<file path="src/hw/i2cfc_params.svh">
// constants for the i2c interrupt and flow-control block
`ifndef I2CFC_PARAMS_SVH
`define I2CFC_PARAMS_SVH

`define I2CFC_ADDR_W       3
`define I2CFC_OFS_DATA     3'h0
`define I2CFC_OFS_STATUS   3'h1
`define I2CFC_OFS_CTRL     3'h2
`define I2CFC_OFS_RATE_LO  3'h3
`define I2CFC_OFS_RATE_HI  3'h4

`define I2CFC_ST_TX_EMPTY  7
`define I2CFC_ST_RX_FULL   6
`define I2CFC_ST_NACK      5
`define I2CFC_ST_STALL     4
`define I2CFC_ST_TX_SPACE  3

`define I2CFC_CT_ON        7
`define I2CFC_CT_START     6
`define I2CFC_CT_STOP      5
`define I2CFC_CT_TIMER_SEL 4
`define I2CFC_CT_TXI       3

`define I2CFC_RATE_RESET   16'hFFFF

`endif

</file>
<file path="src/hw/i2cfc_pkg.sv">
// types of the i2c interrupt and flow-control block
package i2cfc_pkg;

	typedef enum logic [3:0] {
		I2CFC_RUN     = 4'h1,
		I2CFC_RX_HOLD = 4'h2,
		I2CFC_TX_HOLD = 4'h4,
		I2CFC_NK_HOLD = 4'h8
	} i2cfc_hold_t;

	typedef struct packed {
		i2cfc_hold_t hold;
		logic        rx_full;
		logic        tx_empty;
		logic        nack;
		logic        on;
		logic        start_req;
		logic        stop_req;
		logic        timer_sel;
		logic        transmit_irq_enable;
		logic [7:0]  rx_data;
		logic [15:0] rate_reload;
		logic [15:0] rate_cnt;
		logic [7:0]  rdata;
		logic        irq;
		logic        tx_dma;
		logic        rx_dma;
		logic        stall;
	} i2cfc_state_t;

endpackage : i2cfc_pkg

</file>
<file path="src/hw/i2cfc_stream_if.sv">
// valid/ready byte stream between the block and its buffer
`timescale 1ns/1ps
`default_nettype none
interface i2cfc_stream_if #(
	parameter int WIDTH = 8
);
	logic             valid;
	logic             ready;
	logic [WIDTH-1:0] data;

	modport src (output valid, output data, input ready);
	modport snk (input valid, input data, output ready);
endinterface : i2cfc_stream_if
`default_nettype wire

</file>
<file path="src/hw/i2cfc_buf2.sv">
// two-entry buffer: registered main stage plus a skid stage
`timescale 1ns/1ps
`default_nettype none
module i2cfc_buf2 #(
	parameter int WIDTH = 8
) (
	// clock and reset
	input  wire logic    clk_sys_i,
	input  wire logic    resetn_i,
	// fill and drain sides
	i2cfc_stream_if.snk  fill,
	i2cfc_stream_if.src  drain
);
	typedef struct packed {
		logic             main_v;
		logic [WIDTH-1:0] main_d;
		logic             skid_v;
		logic [WIDTH-1:0] skid_d;
	} i2cfc_buf_t;

	i2cfc_buf_t st_reg;
	i2cfc_buf_t st_next;
	logic       push;
	logic       pop;

	// ready is a flop so the writer never sees a combinational path
	assign fill.ready  = ~st_reg.skid_v;
	assign drain.valid = st_reg.main_v;
	assign drain.data  = st_reg.main_d;
	assign push        = fill.valid & ~st_reg.skid_v;
	assign pop         = st_reg.main_v & drain.ready;

	always_comb begin
		st_next = st_reg;
		if (pop || !st_reg.main_v) begin
			if (st_reg.skid_v) begin
				st_next.main_v = 1'b1;
				st_next.main_d = st_reg.skid_d;
				st_next.skid_v = 1'b0;
			end else begin
				st_next.main_v = push;
				st_next.main_d = push ? fill.data : st_reg.main_d;
			end
		end else if (push) begin
			st_next.skid_v = 1'b1;
			st_next.skid_d = fill.data;
		end
	end

	always_ff @(posedge clk_sys_i or negedge resetn_i) begin
		if (!resetn_i) begin
			st_reg <= '0;
		end else begin
			st_reg <= st_next;
		end
	end
endmodule : i2cfc_buf2
`default_nettype wire

</file>
<file path="src/hw/i2cfc_top.sv">
// i2c interrupt, flag, hold and data-movement request logic
//
// The plain strobed port and the placing of the registers were decided locally.
`timescale 1ns/1ps
`default_nettype none
`include "i2cfc_params.svh"
module i2cfc_top (
	// clock and reset
	input  wire logic                     clk_sys_i,
	input  wire logic                     resetn_i,
	// register port
	input  wire logic [`I2CFC_ADDR_W-1:0] reg_addr_i,
	input  wire logic [7:0]               reg_wdata_i,
	input  wire logic                     reg_wr_i,
	input  wire logic                     reg_rd_i,
	output logic      [7:0]               reg_rdata_o,
	// events from the bit engine
	input  wire logic                     eng_rx_byte_i,
	input  wire logic [7:0]               eng_rx_data_i,
	input  wire logic                     eng_tx_first_bit_i,
	input  wire logic                     eng_ack_cycle_i,
	input  wire logic                     eng_nack_i,
	input  wire logic                     eng_cmd_taken_i,
	// control toward the bit engine
	output logic                          eng_stall_o,
	output logic                          eng_start_req_o,
	output logic                          eng_stop_req_o,
	output logic                          controller_on_o,
	// transmit byte stream toward the bit engine
	output logic                          tx_valid_o,
	output logic      [7:0]               tx_data_o,
	input  wire logic                     tx_ready_i,
	output logic                          tx_space_o,
	// requests toward the interrupt and dma controllers
	output logic                          irq_o,
	output logic                          tx_dma_req_o,
	output logic                          rx_dma_req_o
);
	////////////////////////////////////////////////////////////////////////////////
	i2cfc_pkg::i2cfc_state_t st_reg;
	i2cfc_pkg::i2cfc_state_t st_next;

	i2cfc_stream_if #(.WIDTH(8)) fill_if ();
	i2cfc_stream_if #(.WIDTH(8)) drain_if ();

	logic wr_data;
	logic rd_data;
	logic wr_ctrl;
	logic cmd_wr;
	logic cmd_any;
	logic tx_first_evt;
	logic rate_tick;
	logic timer_evt;

	assign wr_data      = reg_wr_i && (reg_addr_i == `I2CFC_OFS_DATA);
	assign rd_data      = reg_rd_i && (reg_addr_i == `I2CFC_OFS_DATA);
	assign wr_ctrl      = reg_wr_i && (reg_addr_i == `I2CFC_OFS_CTRL);
	assign cmd_wr       = wr_ctrl && (reg_wdata_i[`I2CFC_CT_START] || reg_wdata_i[`I2CFC_CT_STOP]);
	assign cmd_any      = cmd_wr || st_reg.start_req || st_reg.stop_req;
	// a queued byte means the data register is not empty
	assign tx_first_evt = eng_tx_first_bit_i && st_reg.on && !drain_if.valid;
	assign rate_tick    = (st_reg.rate_cnt == 16'h0001);
	assign timer_evt    = rate_tick && !st_reg.on && st_reg.timer_sel;

	////////////////////////////////////////////////////////////////////////////////
	// transmit path: a full buffer drops the write, software checks tx_space
	assign fill_if.valid  = wr_data;
	assign fill_if.data   = reg_wdata_i;
	assign drain_if.ready = tx_ready_i;

	i2cfc_buf2 #(
		.WIDTH (8)
	) u_txbuf (
		.clk_sys_i (clk_sys_i),
		.resetn_i  (resetn_i),
		.fill      (fill_if),
		.drain     (drain_if)
	);

	assign tx_valid_o = drain_if.valid;
	assign tx_data_o  = drain_if.data;
	assign tx_space_o = fill_if.ready;

	////////////////////////////////////////////////////////////////////////////////
	always_comb begin
		st_next = st_reg;

		// flags: an event in the clearing cycle wins
		if (rd_data) begin
			st_next.rx_full = 1'b0;
		end
		if (eng_rx_byte_i) begin
			st_next.rx_full = 1'b1;
			st_next.rx_data = eng_rx_data_i;
		end
		if (wr_data) begin
			st_next.tx_empty = 1'b0;
		end
		if (tx_first_evt) begin
			st_next.tx_empty = 1'b1;
		end
		if (cmd_wr) begin
			st_next.nack = 1'b0;
		end
		if (eng_nack_i) begin
			st_next.nack = 1'b1;
		end

		// control register; start and stop stay up until the engine takes them
		if (eng_cmd_taken_i) begin
			st_next.start_req = 1'b0;
			st_next.stop_req  = 1'b0;
		end
		if (wr_ctrl) begin
			st_next.on        = reg_wdata_i[`I2CFC_CT_ON];
			st_next.timer_sel = reg_wdata_i[`I2CFC_CT_TIMER_SEL];
			st_next.transmit_irq_enable       = reg_wdata_i[`I2CFC_CT_TXI];
			if (reg_wdata_i[`I2CFC_CT_START]) begin
				st_next.start_req = 1'b1;
			end
			if (reg_wdata_i[`I2CFC_CT_STOP]) begin
				st_next.stop_req = 1'b1;
			end
		end
		if (reg_wr_i && (reg_addr_i == `I2CFC_OFS_RATE_LO)) begin
			st_next.rate_reload[7:0] = reg_wdata_i;
		end
		if (reg_wr_i && (reg_addr_i == `I2CFC_OFS_RATE_HI)) begin
			st_next.rate_reload[15:8] = reg_wdata_i;
		end

		// rate generator counts down to 1 then reloads
		if (rate_tick || (st_reg.rate_cnt == 16'h0000)) begin
			st_next.rate_cnt = st_reg.rate_reload;
		end else begin
			st_next.rate_cnt = st_reg.rate_cnt - 16'h0001;
		end

		// hold machine; nack outranks the data conditions
		case (st_reg.hold)
			i2cfc_pkg::I2CFC_RUN: begin
				if (eng_nack_i) begin
					st_next.hold = i2cfc_pkg::I2CFC_NK_HOLD;
				end else if (eng_rx_byte_i) begin
					st_next.hold = i2cfc_pkg::I2CFC_RX_HOLD;
				end else if (eng_ack_cycle_i && st_next.tx_empty && !cmd_any) begin
					st_next.hold = i2cfc_pkg::I2CFC_TX_HOLD;
				end
			end
			i2cfc_pkg::I2CFC_RX_HOLD: begin
				if (eng_nack_i) begin
					st_next.hold = i2cfc_pkg::I2CFC_NK_HOLD;
				end else if (!st_next.rx_full) begin
					st_next.hold = i2cfc_pkg::I2CFC_RUN;
				end
			end
			i2cfc_pkg::I2CFC_TX_HOLD: begin
				if (eng_nack_i) begin
					st_next.hold = i2cfc_pkg::I2CFC_NK_HOLD;
				end else if (!st_next.tx_empty || cmd_any) begin
					st_next.hold = i2cfc_pkg::I2CFC_RUN;
				end
			end
			i2cfc_pkg::I2CFC_NK_HOLD: begin
				if (cmd_any) begin
					st_next.hold = i2cfc_pkg::I2CFC_RUN;
				end
			end
			default: begin
				st_next.hold = i2cfc_pkg::I2CFC_RUN;
			end
		endcase
		st_next.stall = (st_next.hold != i2cfc_pkg::I2CFC_RUN);

		// requests toward interrupt and dma controllers
		st_next.tx_dma = st_next.tx_empty && st_next.transmit_irq_enable;
		st_next.rx_dma = st_next.rx_full;
		st_next.irq    = st_next.rx_full || st_next.tx_dma || st_next.nack || timer_evt;

		// read data stands in the cycle after the strobe only
		st_next.rdata = 8'h00;
		if (reg_rd_i) begin
			case (reg_addr_i)
				`I2CFC_OFS_DATA: begin
					st_next.rdata = st_reg.rx_data;
				end
				`I2CFC_OFS_STATUS: begin
					st_next.rdata[`I2CFC_ST_TX_EMPTY] = st_reg.tx_empty;
					st_next.rdata[`I2CFC_ST_RX_FULL]  = st_reg.rx_full;
					st_next.rdata[`I2CFC_ST_NACK]     = st_reg.nack;
					st_next.rdata[`I2CFC_ST_STALL]    = st_reg.stall;
					st_next.rdata[`I2CFC_ST_TX_SPACE] = fill_if.ready;
				end
				`I2CFC_OFS_CTRL: begin
					st_next.rdata[`I2CFC_CT_ON]        = st_reg.on;
					st_next.rdata[`I2CFC_CT_START]     = st_reg.start_req;
					st_next.rdata[`I2CFC_CT_STOP]      = st_reg.stop_req;
					st_next.rdata[`I2CFC_CT_TIMER_SEL] = st_reg.timer_sel;
					st_next.rdata[`I2CFC_CT_TXI]       = st_reg.transmit_irq_enable;
				end
				`I2CFC_OFS_RATE_LO: begin
					st_next.rdata = st_reg.rate_reload[7:0];
				end
				`I2CFC_OFS_RATE_HI: begin
					st_next.rdata = st_reg.rate_reload[15:8];
				end
				default: begin
					st_next.rdata = 8'h00;
				end
			endcase
		end
	end

	always_ff @(posedge clk_sys_i or negedge resetn_i) begin
		if (!resetn_i) begin
			st_reg             <= '0;
			st_reg.hold        <= i2cfc_pkg::I2CFC_RUN;
			st_reg.rate_reload <= `I2CFC_RATE_RESET;
			st_reg.rate_cnt    <= `I2CFC_RATE_RESET;
		end else begin
			st_reg <= st_next;
		end
	end

	assign reg_rdata_o     = st_reg.rdata;
	assign eng_stall_o     = st_reg.stall;
	assign eng_start_req_o = st_reg.start_req;
	assign eng_stop_req_o  = st_reg.stop_req;
	assign controller_on_o = st_reg.on;
	assign irq_o           = st_reg.irq;
	assign tx_dma_req_o    = st_reg.tx_dma;
	assign rx_dma_req_o    = st_reg.rx_dma;
endmodule : i2cfc_top
`default_nettype wire

</file>
<file path="config.mk">
export PLATFORM = sky130hd
export DESIGN_NAME = i2cfc_top
export DESIGN_NICKNAME = d
export VERILOG_FILES = /design/src/hw/i2cfc_pkg.sv /design/src/hw/i2cfc_stream_if.sv /design/src/hw/i2cfc_buf2.sv /design/src/hw/i2cfc_top.sv
export VERILOG_INCLUDE_DIRS = /design/src /design/src/hw
export SDC_FILE = /design/constraint.sdc
export NUM_CORES = 1
export LEC_CHECK = 0
export BUFFER_PORTS_ARGS = -buffer_cell sky130_fd_sc_hd__clkbuf_2
export CAP_MARGIN = 30
export CORE_AREA = 2 2 107 109
export DETAILED_ROUTE_END_ITERATION = 8
export DIE_AREA = 0 0 109 111
export PLACE_DENSITY = 0.61
export SETUP_SLACK_MARGIN = 0.1
export SKIP_CTS_REPAIR_TIMING = 1
export SLEW_MARGIN = 20
export SYNTH_ARGS = -nofsm -noshare
export SYNTH_HDL_FRONTEND = slang
export SYNTH_SLANG_ARGS = --single-unit
</file>
<file path="constraint.sdc">
create_clock -name clk_sys_i -period 2.8 [get_ports clk_sys_i]
set_input_delay 0.56 -clock clk_sys_i [delete_from_list [all_inputs] [get_ports clk_sys_i]]
set_output_delay 0.56 -clock clk_sys_i [all_outputs]
set_load 0.02 [all_outputs]
</file>
==> qor.yml <==
sta:
  drv_slew: 0
  finalClockSkew_ps: 6.288
  setup_ws_ps: 592.2
  whs_ps: 307.5
  fmax_mhz: 452.9
  rsz0062_at_grt: "no"
  hold_violations: 0
  finalSetupViolations: 0
  slew_headroom_pct: 44.03
  min_period_ps: 2208
  fin_setup_tns_ps: 0
  fin_crit_sh_pct: 78.85
  max_slew.worst_pin.slew_ps: 832.6
global_route:
  grt_max_degree: 64
  grt_usage_pct: 16.50
  grt_pass1_vias: 2924
  overflow: 0
  grt_first_pass_wirelength_um: 15170
  antenna_found_initial: 0
logic_synthesis:
  yosysWarnings: 0
  avgSynthCellArea_um2: 11.93
  ys_types: 59
  synth_top_area_share_pct: 29.43
  async_flop_share_pct: 100.0
  syn-num-nets: 373
  synth-edff-count: 0
  synth_cells: 342
  yosysSeqAreaShare_pct: 50.67
  synth_ff_type: "dfrtp_1"
  synth-seq-cells: 81
  yosysTopAreaCell: "dfrtp_1"
  netlist_area_um2: 4081
  synth.area.top_cells: "dfrtp_1 29%, dfstp_2 21%, mux2_2 12%"
floorplan:
  placementRows: 39
  io_pins: 54
  start_util_pct: 36.85
  core_um2: 11080
  die_area_um2: 12100
  die_h_um: 111
  die_w_um: 109
route:
  antenna_left: 0
  avgViaCountPerCell: 5.189
  drcViolationCount: 0
  avgRoutedWirePerCell_um: 17.65
  first_iter_violations: 117
  wirelength_um: 9354
  first_pass_iters: 4
  dr_total_vias: 2750
clock_tree:
  cts_buffer_depth: 2
  h-tree-depth: 3
  cts_tree: "yes"
  cts_buffers: 9
  cts_num_sinks: 81
  clk_pin_slew_ps: 60
  cts_root_buf: "clkbuf_16"
  clock_latency_ps: 330
final_layout:
  fin_nets: 413
  largest_register_ffs: 48
  fin_util_pct: 42.13
  area_growth_syn_to_layout_pct: 14.35
  num_antenna_cells: 0
  post_route_cells_drive_above_1_share_pct: 44.19
run:
  maxCapViolations: 0
placement:
  portBuffers: 53
  place_ws_ps: 383.4
  dp_hpwl_um: 7050
  routabilityCongestion: 0.8789
setup_path:
  arrival_ps: 2470
  crit_type: "flop to flop"
  worst_setup_path_start_kind: "flop"
  end_kind: "flop"
  required_ps: 3060
  worst-path-max-fanout: 16
power:
  p_leak_nw: 1.979
  vdd_ir_drop_max_v: 0.0004039
  total_power_w: 0.003968
  power_density_nw_per_um2: 850.1
status:
  status: "finished clean"
min_path:
  min_path_type: "input pin to asynchronous set/reset pin"
==> cell usage after synthesis, types with 9 or more instances <==
cell     number
xnor2_1      11
a22oi_1       9
dfstp_2      33
nand2_1      24
nor2_1       15
mux2_2       42
dfrtp_1      48
o21ai_0      14
mux2i_1      12
a21oi_1      14
buf_4        16
mux2_4        9
==> layout make-up <==
| type | instances | area (µm²) |
|---|---|---|
| inverter | 7 | 26.28 |
| clock inverter | 1 | 5.005 |
| clock buffer | 15 | 300.3 |
| timing repair buffer | 57 | 297.8 |
| multi-input combinational | 226 | 1790 |
| tap | 143 | 178.9 |
| fill | 1042 | 6410 |
| sequential | 81 | 2068 |
==> critical path, cell delays in order (launching register included) <==
cell     delay, ps
dfstp_2        570
inv_1           80
ha_1           270
nor2_1         220
or3_1          580
mux2_2         410
==> per-layer routing <==
layer	vias to the layer above	GRT usage (%)	wire length, µm
met4	0	5.897	221
met2	64	26.58	4582
met5	-	0	0
met1	1369	21.67	4252
met3	17	3.645	298
li1	1300	-	-
==> kinds of logic after synthesis <==
family	after synthesis	synth area share [%]
AO/OA/AOI/OAI	57	9.473
XOR/XNOR	13	2.790
adder cells (fa/ha/maj)	2	0.6130
buffers and inverters	35	5.457
flip-flops	81	50.67
multiplexers	63	17.84
AND/OR/NAND/NOR	91	13.15
==> where the power goes <==
group          leakage [nW]  switching [W]  internal, W
logic                 0.879       0.000471     0.000471
clock network         0.150       0.000446     0.000733
registers             0.949       0.000278      0.00157
==> path summary, 6_finish.rpt <==
| path | from | to | slack (ps) | depth (start not counted) |
|---|---|---|---|---|
| setup / recovery | st_reg[12] | st_reg[22] | 590 | 5 |
| hold / removal | resetn_i | u_txbuf.drain.data[2] | 310 | 1 |
| setup reg to reg | st_reg[12] | st_reg[22] | 590 | 5 |
| hold reg to reg | u_txbuf.drain.data[7] | u_txbuf.drain.data[7] | 480 | 2 |
| max in group asynchronous | resetn_i | st_reg[14] | 1740 | 2 |
| min in group clk_sys_i | eng_cmd_taken_i | eng_stop_req_o | 430 | 2 |
==> through the flow <==
step | cell area, µm² | instances
2_1_floorplan | 4081 | 342
3_3_place_gp | 4362 | 514
3_5_place_dp | 4362 | 514
4_1_cts | 4667 | 530
5_1_grt | 4667 | 530
6_report | 4667 | 530
==> placed cells by master (no fill, tap or decap), types with 5 or more instances in the layout <==
cell type  netlist  layout
a21oi_1         14      14
a22oi_1          9       9
buf_4           16       5
clkbuf_16        0      11
clkbuf_2         0      52
dfrtp_1         48      48
dfstp_2         33      33
inv_1            7       7
mux2_2          42      42
mux2_4           9       9
mux2i_1         12      12
nand2_1         24      24
nor2_1          15      15
nor3_1           6       6
nor4_1           5       5
o21ai_0         14      14
xnor2_1         11      11
Power figures use the tool's default switching activity.
